===== config.mk =====
export PLATFORM = sky130hd
export DESIGN_NAME = psg_power_save
export DESIGN_NICKNAME = d
export VERILOG_FILES = /design/src/logic/psg_power_save.v
export VERILOG_INCLUDE_DIRS = /design/src /design/src/logic
export SDC_FILE = /design/constraint.sdc
export NUM_CORES = 1
export LEC_CHECK = 0
export ABC_AREA = 0
export CAP_MARGIN = 10
export CORE_UTILIZATION = 40
export DETAILED_ROUTE_END_ITERATION = 8
export DONT_BUFFER_PORTS = 1
export MAX_ROUTING_LAYER = met4
export PLACE_DENSITY = 0.55
export SLEW_MARGIN = 25
export SYNTH_ARGS = -nofsm -noshare
export SYNTH_HDL_FRONTEND = slang
export SYNTH_SLANG_ARGS = --single-unit

===== constraint.sdc =====
create_clock -name CLK_SYS_I -period 4.1 [get_ports CLK_SYS_I]
set_input_delay 0.41 -clock CLK_SYS_I [delete_from_list [all_inputs] [get_ports CLK_SYS_I]]
set_output_delay 0.41 -clock CLK_SYS_I [all_outputs]
set_load 0.005 [all_outputs]

===== src/logic/psg_consts.vh =====
/*
 * register map, field positions and timing counts for the power save and
 * clock gating block.
 * assumes inclusion by bare name from the design file.
 */
`ifndef PSG_CONSTS_VH
`define PSG_CONSTS_VH

// ************************************************************
// register byte addresses (32-bit wishbone words)
// ************************************************************
`define PSG_ADDR_DISABLE1 8'h00
`define PSG_ADDR_CLOCK_DIVIDER_REGISTER 8'h04
`define PSG_ADDR_CONTROL 8'h08
`define PSG_ADDR_STATUS 8'h0c

// ************************************************************
// field positions and masks
// ************************************************************
`define PSG_DIS1_MASK 16'hf8ff
`define PSG_DIS1_RESET 16'h0000
`define PSG_DIV_ROI_BIT 15
`define PSG_DIV_RATIO_HI 14
`define PSG_DIV_RATIO_LO 12
`define PSG_DIV_CPU_SLOWDOWN_ENABLE_BIT 11
`define PSG_DIV_MASK 16'hf800
`define PSG_DIV_RESET 16'h0000
`define PSG_CTL_WDT_EN_BIT 0
`define PSG_CTL_CLOCK_FAILURE_MONITOR_EN_BIT 1
`define PSG_CTL_RESET 16'h0000
`define PSG_ADC1_BIT 0

// ************************************************************
// power save operand codes and timing
// ************************************************************
`define PSG_OP_SLEEP 1'b0
`define PSG_OP_IDLE 1'b1
`define PSG_CLK_NS 20
`define PSG_INSTR_NS 40
`define PSG_INSTR_CYC ((`PSG_INSTR_NS + `PSG_CLK_NS - 1) / `PSG_CLK_NS)
`define PSG_RESUME_CYC 3

`endif


===== src/logic/psg_power_save.v =====
/*
 * power save and clock gating block: sleep and idle state machine, doze
 * divider for the cpu clock enable, and peripheral disable register.
 * assumes a wishbone classic master on the system clock; wake inputs and
 * peripheral control come from the same clock domain except the
 * asynchronous wake lines, which are synchronised here.
 */
// Implementation choices: the Wishbone interface to the registers and the register addresses.
// Notes on behaviour
// - sleep stops the system clock and halts execution.
// - idle stops the cpu; enabled peripherals keep their clock.
// - sleep entry turns off the system clock source oscillator.
// - the clock failure monitor is held off during sleep.
// - in sleep the low power rc runs while the watchdog is enabled.
// - in idle the low power rc runs if watchdog or failure monitor enabled.
// - watchdog count is cleared before entering sleep.
// - watchdog count is cleared on idle entry.
// - sleep disables all peripherals needing the system clock.
// - wake on enabled interrupt, any reset, or watchdog time-out.
// - sleep wake restarts on the clock source used before sleep.
// - idle wake reapplies cpu clock; execution resumes 2-4 cycles later.
// - interrupt during the instruction is deferred, then wakes at once.
// - doze slows only the cpu clock; peripherals keep full clock.
// - doze active only while slowdown enable bit 11 is set.
// - bits 14:12 pick ratio 1:1 to 1:128, default 1:1.
// - restore-on-interrupt bit 15 returns cpu to full speed on interrupt.
// - disable bit stops clocks; module registers ignore writes, read invalid.
// - enabled only if present and bit clear; bits reset to zero.
// - disable bit change takes effect after one instruction cycle.
// - bits 15:11 disable timers 5..1; bits 10:8 read zero.
// - bits 7:0 disable i2c1, uart2, uart1, spi2, spi1, can2, can1, adc1.
// - adc1 disabled forces analog pin config off, pins digital.
`timescale 1ns/1ps
`include "psg_consts.vh"

module psg_power_save #(
    parameter [15:0] PRESENT_MASK = 16'hf8ff
) (
    // clock and reset
    input wire CLK_SYS_I,
    input wire SYS_RST_I,
    // wishbone slave
    input wire WB_CYC_I,
    input wire WB_STB_I,
    input wire WB_WE_I,
    input wire [7:0] WB_ADR_I,
    input wire [3:0] WB_SEL_I,
    input wire [31:0] WB_DAT_I,
    output reg [31:0] WB_DAT_O,
    output reg WB_ACK_O,
    // core request side
    input wire POWER_SAVE_INSTRUCTION_EXEC_I,
    input wire POWER_SAVE_INSTRUCTION_OP_I,
    input wire IRQ_PENDING_I,
    input wire WDT_TIMEOUT_I,
    input wire CLK_SRC_I,
    // peripheral and oscillator side
    output wire CPU_CLK_EN_O,
    output wire PERIPH_CLK_EN_O,
    output reg SYS_OSC_EN_O,
    output reg LOW_POWER_RC_OSCILLATOR_EN_O,
    output reg CLOCK_FAILURE_MONITOR_EN_O,
    output reg WDT_CLEAR_O,
    output reg [15:0] PERIPH_EN_O,
    output reg [15:0] PERIPH_REG_ACCESS_O,
    output reg ANALOG_PIN_CFG_EN_O,
    output reg SLEEP_O,
    output reg IDLE_O,
    output reg CLK_SRC_O
);

// ************************************************************
// state codes
// ************************************************************
localparam [1:0] ST_RUN = 2'd0;
localparam [1:0] ST_SLEEP = 2'd1;
localparam [1:0] ST_IDLE = 2'd2;
localparam [1:0] ST_RESUME = 2'd3;

reg [1:0] state_r;
reg [1:0] state_nxt;
reg [1:0] resume_cnt_r;
reg [1:0] resume_cnt_nxt;
reg [15:0] dis1_r;
reg [15:0] div_r;
reg [15:0] ctl_r;
reg [15:0] dis1_dly_r;
reg [6:0] doze_cnt_r;
reg doze_tick_r;
reg roi_restore_r;
reg wake_irq_s1_r;
reg wake_irq_s2_r;
reg wake_wdt_s1_r;
reg wake_wdt_s2_r;
reg defer_irq_r;
wire wb_req;
wire wake;
wire doze_on;
wire [6:0] doze_lim;

// ************************************************************
// helpers
// ************************************************************
function [15:0] merge16;
    input [15:0] old;
    input [31:0] dat;
    input [3:0] sel;
    input [15:0] msk;
    reg [15:0] v;
    begin
        v = old;
        if (sel[0]) begin
            v[7:0] = dat[7:0];
        end
        if (sel[1]) begin
            v[15:8] = dat[15:8];
        end
        merge16 = v & msk;
    end
endfunction

// ratio code n gives a cpu tick every 2**n system clocks
function [6:0] ratio_limit;
    input [2:0] code;
    begin
        ratio_limit = (7'h01 << code) - 7'h01;
    end
endfunction

// ************************************************************
// wake synchronisers
// ************************************************************
// interrupt and time-out lines may come from blocks that still run while
// the system clock is gated, so treat them as foreign
always @(posedge CLK_SYS_I) begin
    if (SYS_RST_I) begin
        wake_irq_s1_r <= 1'b0;
        wake_irq_s2_r <= 1'b0;
        wake_wdt_s1_r <= 1'b0;
        wake_wdt_s2_r <= 1'b0;
    end else begin
        wake_irq_s1_r <= IRQ_PENDING_I;
        wake_irq_s2_r <= wake_irq_s1_r;
        wake_wdt_s1_r <= WDT_TIMEOUT_I;
        wake_wdt_s2_r <= wake_wdt_s1_r;
    end
end

// reset is handled by SYS_RST_I itself, which returns state to run
assign wake = wake_irq_s2_r | wake_wdt_s2_r | defer_irq_r;

// ************************************************************
// sleep / idle state machine
// ************************************************************
always @* begin
    state_nxt = state_r;
    resume_cnt_nxt = resume_cnt_r;
    case (state_r)
        ST_RUN: begin
            if (POWER_SAVE_INSTRUCTION_EXEC_I) begin
                if (POWER_SAVE_INSTRUCTION_OP_I == `PSG_OP_SLEEP) begin
                    state_nxt = ST_SLEEP;
                end else begin
                    state_nxt = ST_IDLE;
                end
            end
        end
        ST_SLEEP: begin
            if (wake) begin
                state_nxt = ST_RESUME;
                resume_cnt_nxt = 2'd0;
            end
        end
        ST_IDLE: begin
            if (wake) begin
                state_nxt = ST_RESUME;
                resume_cnt_nxt = 2'd0;
            end
        end
        ST_RESUME: begin
            // fixed latency inside the 2 to 4 cycle window
            resume_cnt_nxt = resume_cnt_r + 2'd1;
            if (resume_cnt_r == (`PSG_RESUME_CYC - 1)) begin
                state_nxt = ST_RUN;
            end
        end
        default: begin
            state_nxt = ST_RUN;
        end
    endcase
end

always @(posedge CLK_SYS_I) begin
    if (SYS_RST_I) begin
        state_r <= ST_RUN;
        resume_cnt_r <= 2'd0;
        defer_irq_r <= 1'b0;
        WDT_CLEAR_O <= 1'b0;
        CLK_SRC_O <= 1'b0;
    end else begin
        state_r <= state_nxt;
        resume_cnt_r <= resume_cnt_nxt;
        // interrupt during the instruction is held until entry completes;
        // only the synchronised copy is read, the raw line is foreign
        if (state_r == ST_RUN && POWER_SAVE_INSTRUCTION_EXEC_I && wake_irq_s2_r) begin
            defer_irq_r <= 1'b1;
        end else if (state_r == ST_RESUME) begin
            defer_irq_r <= 1'b0;
        end
        WDT_CLEAR_O <= (state_r == ST_RUN) && POWER_SAVE_INSTRUCTION_EXEC_I;
        if (state_r == ST_RUN && POWER_SAVE_INSTRUCTION_EXEC_I) begin
            CLK_SRC_O <= CLK_SRC_I;
        end
    end
end

// ************************************************************
// oscillator and mode outputs
// ************************************************************
always @(posedge CLK_SYS_I) begin
    if (SYS_RST_I) begin
        SLEEP_O <= 1'b0;
        IDLE_O <= 1'b0;
        SYS_OSC_EN_O <= 1'b1;
        LOW_POWER_RC_OSCILLATOR_EN_O <= 1'b0;
        CLOCK_FAILURE_MONITOR_EN_O <= 1'b0;
    end else begin
        SLEEP_O <= (state_nxt == ST_SLEEP);
        IDLE_O <= (state_nxt == ST_IDLE);
        SYS_OSC_EN_O <= (state_nxt != ST_SLEEP);
        CLOCK_FAILURE_MONITOR_EN_O <= ctl_r[`PSG_CTL_CLOCK_FAILURE_MONITOR_EN_BIT] && (state_nxt != ST_SLEEP);
        if (state_nxt == ST_SLEEP) begin
            LOW_POWER_RC_OSCILLATOR_EN_O <= ctl_r[`PSG_CTL_WDT_EN_BIT];
        end else begin
            LOW_POWER_RC_OSCILLATOR_EN_O <= ctl_r[`PSG_CTL_WDT_EN_BIT] | ctl_r[`PSG_CTL_CLOCK_FAILURE_MONITOR_EN_BIT];
        end
    end
end

// ************************************************************
// doze divider
// ************************************************************
assign doze_on = div_r[`PSG_DIV_CPU_SLOWDOWN_ENABLE_BIT] & ~roi_restore_r;
assign doze_lim = ratio_limit(div_r[`PSG_DIV_RATIO_HI:`PSG_DIV_RATIO_LO]);

always @(posedge CLK_SYS_I) begin
    if (SYS_RST_I) begin
        doze_cnt_r <= 7'h00;
        doze_tick_r <= 1'b1;
        roi_restore_r <= 1'b0;
    end else begin
        if (!doze_on || doze_cnt_r >= doze_lim) begin
            doze_cnt_r <= 7'h00;
            doze_tick_r <= 1'b1;
        end else begin
            doze_cnt_r <= doze_cnt_r + 7'h01;
            doze_tick_r <= 1'b0;
        end
        // full speed until software rewrites the divider register
        if (div_r[`PSG_DIV_ROI_BIT] && wake_irq_s2_r) begin
            roi_restore_r <= 1'b1;
        end else if (wb_req && WB_WE_I && WB_ADR_I == `PSG_ADDR_CLOCK_DIVIDER_REGISTER) begin
            roi_restore_r <= 1'b0;
        end
    end
end

// cpu enable drops in sleep and idle; peripherals only in sleep
assign CPU_CLK_EN_O = (state_r == ST_RUN) & doze_tick_r;
assign PERIPH_CLK_EN_O = (state_r != ST_SLEEP);

// ************************************************************
// peripheral disable outputs
// ************************************************************
always @(posedge CLK_SYS_I) begin
    if (SYS_RST_I) begin
        dis1_dly_r <= `PSG_DIS1_RESET;
        PERIPH_EN_O <= PRESENT_MASK & `PSG_DIS1_MASK;
        PERIPH_REG_ACCESS_O <= PRESENT_MASK & `PSG_DIS1_MASK;
        ANALOG_PIN_CFG_EN_O <= 1'b1;
    end else begin
        // one instruction cycle is two system clocks: register plus stage
        dis1_dly_r <= dis1_r;
        PERIPH_EN_O <= PRESENT_MASK & `PSG_DIS1_MASK & ~dis1_dly_r;
        PERIPH_REG_ACCESS_O <= PRESENT_MASK & `PSG_DIS1_MASK & ~dis1_dly_r;
        ANALOG_PIN_CFG_EN_O <= ~dis1_dly_r[`PSG_ADC1_BIT];
    end
end

// ************************************************************
// wishbone register file
// ************************************************************
assign wb_req = WB_CYC_I & WB_STB_I & ~WB_ACK_O;

always @(posedge CLK_SYS_I) begin
    if (SYS_RST_I) begin
        WB_ACK_O <= 1'b0;
        WB_DAT_O <= 32'h00000000;
        dis1_r <= `PSG_DIS1_RESET;
        div_r <= `PSG_DIV_RESET;
        ctl_r <= `PSG_CTL_RESET;
    end else begin
        WB_ACK_O <= wb_req;
        if (wb_req) begin
            WB_DAT_O <= 32'h00000000;
            case (WB_ADR_I)
                `PSG_ADDR_DISABLE1: begin
                    if (WB_WE_I) begin
                        dis1_r <= merge16(dis1_r, WB_DAT_I, WB_SEL_I, `PSG_DIS1_MASK);
                    end
                    WB_DAT_O <= {16'h0000, dis1_r};
                end
                `PSG_ADDR_CLOCK_DIVIDER_REGISTER: begin
                    if (WB_WE_I) begin
                        div_r <= merge16(div_r, WB_DAT_I, WB_SEL_I, `PSG_DIV_MASK);
                    end
                    WB_DAT_O <= {16'h0000, div_r};
                end
                `PSG_ADDR_CONTROL: begin
                    if (WB_WE_I) begin
                        ctl_r <= merge16(ctl_r, WB_DAT_I, WB_SEL_I, 16'h0003);
                    end
                    WB_DAT_O <= {16'h0000, ctl_r};
                end
                `PSG_ADDR_STATUS: begin
                    WB_DAT_O <= {26'h0000000, roi_restore_r, doze_on, CLK_SRC_O,
                        (state_r == ST_RESUME), IDLE_O, SLEEP_O};
                end
                default: begin
                    WB_DAT_O <= 32'h00000000;
                end
            endcase
        end
    end
end

endmodule


## Word level (Yosys, flattened, before mapping)

Cells that the tools add are included.

| operators by class | value |
|---|---|
| bitwise operators | 11 |
| $add $sub $neg | 3 |
| reduce and logical (&&, ||, !) cells | 20 |
| equality and inequality tests | 12 |
| shift-type cells | 1 |
| muxes and demuxes | 14 |
| $lt $le $gt $ge | 1 |

Operators with widths:

| operator | count |
|---|---|
| $pmux 16 s4 | 1 |
| $eq 8x4->1 const B | 2 |
| $not 16->16 | 1 |
| $reduce_and 4->1 | 4 |
| $mux 2 | 5 |
| $eq 2x2->1 const B | 4 |
| $eq 8x3->1 const B | 1 |
| $logic_not 8->1 | 1 |
| $add 7x1->7 const B | 1 |
| $ge 7x7->1 | 1 |
| $shl 1x3->7 const A | 1 |
| $sub 7x1->7 const B | 1 |
| $logic_and 1x1->1 | 6 |
| $mux 1 | 6 |
| $ne 2x1->1 const B | 3 |
| $pmux 2 s3 | 1 |
| $reduce_bool 2->1 | 3 |
| $and 1x1->1 | 4 |
| $eq 2x1->1 const B | 2 |
| $pmux 2 s2 | 1 |
| $reduce_or 2->1 | 2 |
| $not 1->1 | 3 |
| $or 1x1->1 | 3 |
| $add 2x1->2 const B | 1 |
| 4 further kinds | 4 |

| storage, ports and cells | value |
|---|---|
| register bits after elaboration | 108 |
| word-level logic and storage cells | 89 |
| bits of input ports | 54 |
| output and inout port bits | 75 |

## Depth between registers and ports, before layout

| logic depth | value |
|---|---|
| depth after elaboration | 6 |
| mapped depth | 7 |
| mapped depth without buffers | 6 |

## Least setup slack after synthesis

Ideal clock, no wire load.

| path | value |
|---|---|
| path type | reg-to-reg |
| start | reg div_r[14] |
| end | reg doze_tick_r |
| library setup time | 0.060 ns |
| arrival time | 1.925 ns |
| period minus slack after synthesis | 1.985 ns |
| stages on the path, launching flop included | 8 |
| path slack | 2.115 ns |
| required time | 4.040 ns |
| buffers on the path | 1 |
| cells stage by stage | dfxtp_1 > clkbuf_1 > or3_1 > ha_1 > nand2b_1 > a211oi_1 > o31ai_1 > or2_2 |

| between the ends | value |
|---|---|
| cells in the longest elaborated chain, start to end | 5 |

Ends and longest elaborated chain:

| item | line | source |
|---|---|---|
| start: declaration | psg_power_save.v:85 | `reg [15:0] div_r;` |
| start signal: assignment | psg_power_save.v:300 | `` div_r <= `PSG_DIV_RESET; `` |
| start signal: assignment | psg_power_save.v:315 | `` div_r <= merge16(div_r, WB_DAT_I, WB_SEL_I, `PSG_DIV_MASK); `` |
| $shl 1x3->7 | psg_power_save.v:126 | `ratio_limit = (7'h01 << code) - 7'h01;` |
| $sub 7x1->7 | psg_power_save.v:126 |  |
| $ge 7x7->1 | psg_power_save.v:252 | `if (!doze_on \|\| doze_cnt_r >= doze_lim) begin` |
| $logic_or 1x1->1 | psg_power_save.v:252 |  |
| $mux 1 | psg_power_save.v:252 |  |
| end signal: assignment | psg_power_save.v:249 | `doze_tick_r <= 1'b1;` |
| end signal: assignment | psg_power_save.v:254 | `doze_tick_r <= 1'b1;` |
| end signal: assignment | psg_power_save.v:257 | `doze_tick_r <= 1'b0;` |
| end: declaration | psg_power_save.v:89 | `reg doze_tick_r;` |

No other way between the ends.
A chain may end at the register's enable or synchronous reset.

## Worst setup path after layout

| path | value |
|---|---|
| start | reg div_r[13] |
| end | reg doze_tick_r |

The elaborated chain is that of the path after synthesis.

==> flow_summary.ini <==
[clock_network]
cts_max_path_buffers = 2
path_clk_slew_ps = 100
cts_setup_buffers = 0
cts-root-buf = clkbuf_8
cts.repair.resized = 0
cts_max_level = 3
holdBufCountCts = 0
cts_tree = done
clock_latency_ps = 370
cts.sinks = 85
cts_buffers = 9

[synth]
netlist_area_sq_mm = 0.00354
yosys.area.top_type_share_pct = 48.1
syn_area_per_cell_sq_um = 9.57
ys_top_cells_by_area = dfxtp_1 48%, buf_4 8.3%, mux2i_1 6.8%
seq_area_frac_synth_pct = 48.1
yosysWarnings = 0
ys_ff_latch = 85
synthArstFlopShare_pct = 0
yosysTopAreaCell = dfxtp_1
synth_edf_count = 0
ys_types = 49
syn_inst = 370
synthFlopType = dfxtp_1

[power]
swShare_pct = 27.1
p_per_area_mw_per_mm2 = 421
leakage_uw = 0.00144
pwr-share-seq_pct = 55.8
share_comb_of_total_power_pct = 5.6
vdd_ir_drop_max_mv = 0.143
internal_power_uw = 1110
clockPowerShare_pct = 38.5
p_switching_uw = 414

[route]
wire_per_inst_um = 15.0
drt_iter0_markers = 140
dr.pass1.iters = 4
wirelength_um = 6950
ant_nets = 0
drc = 0
vias = 2299
vias_per_cell = 4.95

[floorplanning]
core-area_sq_mm = 0.00838
die_h_um = 96.1
io_pins = 129
dieArea_sq_mm = 0.00923
start_util_pct = 42.2
die_x_um = 96.1
placementRows = 33

[timing]
worst_slack_ps = 1830
setup_viol = 0
fmax_mhz = 440
tightest_slew_ps = 944
fin_crit_sh_pct = 55.5
slew_headroom_pct = 36.5
setup_tns_ps = 0
rsz0062_at_grt = no
slew_violations = 0
period_needed_ps = 2270
hold_violations = 0
skew_ps = 14.1

[global_route]
grt_pass1_wl_um = 10700
track_usage_pct = 16.3
grt_pass1_vias = 2143
antenna_found_initial = 0
grt_max_degree = 61
grt_overflow = 0

[layout]
antenna_cells = 0
area_growth_pct = 2.19
postLayoutCellArea_sq_mm = 0.00362
fin_cells = 464
fill_cells = 827
multiInputGateArea_sq_mm = 0.00154
area.sequential_sq_mm = 0.00170
layout.nets = 421
drive_above_1_share_pct = 6.13

[placement]
dp_hpwl_um = 4930
io_buffers = 0
gp_congestion = 0.809
dp_slack_ps = 1840
dp_cells = 448
placed_cell_area_sq_mm = 0.00342

[flow_run]
cap_violations = 0

[worst_setup_path]
crit_path_start_kind = flip-flop
required_ps = 4400
crit_arrival_ps = 2580
critPathCaptureType = flip-flop
crit_type = flip-flop to flip-flop
crit_path_max_fanout = 8

[status]
status = finished, final reports clean

[min_path]
hold_path.class = primary input to flip-flop
[flip-flops by register name (all words and copies together), names as in the netlist, 2 cells and up]
signal	count
PERIPH_REG_ACCESS_O	13
WB_DAT_O	13
dis1_dly_r	13
dis1_r	13
doze_cnt_r	7
div_r	5
ctl_r	2
resume_cnt_r	2
state_r	2
[cells by family (layout without fill, tap and decap cells)]
group                    Yosys count  count (layout)  share of synthesized area (%)
adder cells (fa/ha/maj)           13              13                           4.60
AND/OR/NAND/NOR                  134             134                           19.6
AO/OA/AOI/OAI                     43              43                           8.13
buffers and inverters             63              28                           10.9
flip-flops                        85              85                           48.1
multiplexers                      26              26                           7.42
XOR/XNOR                           5               5                           1.24
other                              1              25                          0.106
[metrics by stage]
| stage | utilization, % | total power, uW | hold slack, ps |
|---|---|---|---|
| final | 43.2 | 1520 | 110 |
| after global routing | 43.2 | 1590 | 94.3 |
| after CTS | 43.2 | 1540 | 92.1 |
| after detailed placement | 40.8 | 957 | 347 |
| after global placement | 40.8 | 955 | 347 |
| after floorplan | - | 963 | 343 |
[power by group through the flow]
| stage | combinational, uW | clock, uW | sequential [uW] |
|---|---|---|---|
| CTS | 86.5 | 601 | 851 |
| global placement | 85.1 | 0 | 870 |
| floorplan | 97.9 | 0 | 865 |
| global route | 99.8 | 635 | 853 |
| detailed placement | 86.6 | 0 | 870 |
| finish | 86.0 | 588 | 851 |
[critical path, cell delays in order, from the launching register on]
cell and delay [ps]:
dfxtp_1 390, or3_1 370, ha_1 270, nand2b_1 90, a211oi_1 70, o31ai_1 790, or2_2 230
[layer usage]
metal	track usage (%)	wire length [um]	vias to the layer above
li1	-	-	1167
met3	5.37	440	6
met1	21.1	3340	1064
met5	-	0	-
met2	23.3	3090	62
met4	6.47	80	0
[synth_stat cells (all sizes together) (8+ instances only)]
master,instances
a21oi,15
buf,42
clkbuf,9
dfxtp,85
ha,13
inv,11
mux2i,24
nand2,36
nand3,8
nor2,34
nor2b,18
nor3,9
[final timing paths]
| path | cells past startpoint | slack, ps | start | end |
|---|---|---|---|---|
| worst max-delay path | 6 | 1830 | div_r[13]$_SDFFE_PP0P_ | doze_tick_r$_SDFF_PP1_ |
| worst min-delay path | 1 | 110 | SYS_RST_I | CLK_SRC_O$_SDFFE_PP0P_ |
| worst max register to register | 6 | 1830 | div_r[13]$_SDFFE_PP0P_ | doze_tick_r$_SDFF_PP1_ |
| worst min register to register | 1 | 370 | dis1_dly_r[1]$_SDFF_PP0_ | PERIPH_REG_ACCESS_O[1]$_SDFF_PP1_ |
[placed cells by master (no fill, tap or decap), drive strengths merged, types with 2 or more instances in the layout]
master | synthesis | final
xnor2 | 3 | 3
dfxtp | 85 | 85
nand3 | 8 | 8
inv | 11 | 16
xor2 | 2 | 2
o21ai | 5 | 5
or3 | 5 | 5
or4 | 2 | 2
o221ai | 2 | 2
nor2b | 18 | 18
a21oi | 15 | 15
and2 | 3 | 3
nand4 | 5 | 5
a22o | 2 | 2
mux2 | 2 | 2
o31ai | 2 | 2
nand2 | 36 | 36
nor4bb | 2 | 2
a22oi | 5 | 5
clkinv | 1 | 3
nor3 | 9 | 9
a32oi | 3 | 3
nor2 | 34 | 34
or2 | 2 | 2
o211ai | 2 | 2
nor4 | 2 | 2
conb | 1 | 25
mux2i | 24 | 24
nand3b | 2 | 2
clkbuf | 9 | 9
o21a | 2 | 2
nand2b | 2 | 2
ha | 13 | 13
[area by class of cell]
class,instances,share of cell area [%]
Clock buffer,9,3.42
Clock inverter,7,1.97
Inverter,12,1.25
Multi-Input combinational cell,246,42.7
Sequential cell,85,47.0
Tap cell,105,3.63
Note: power is estimated with default switching activity, not from simulation.
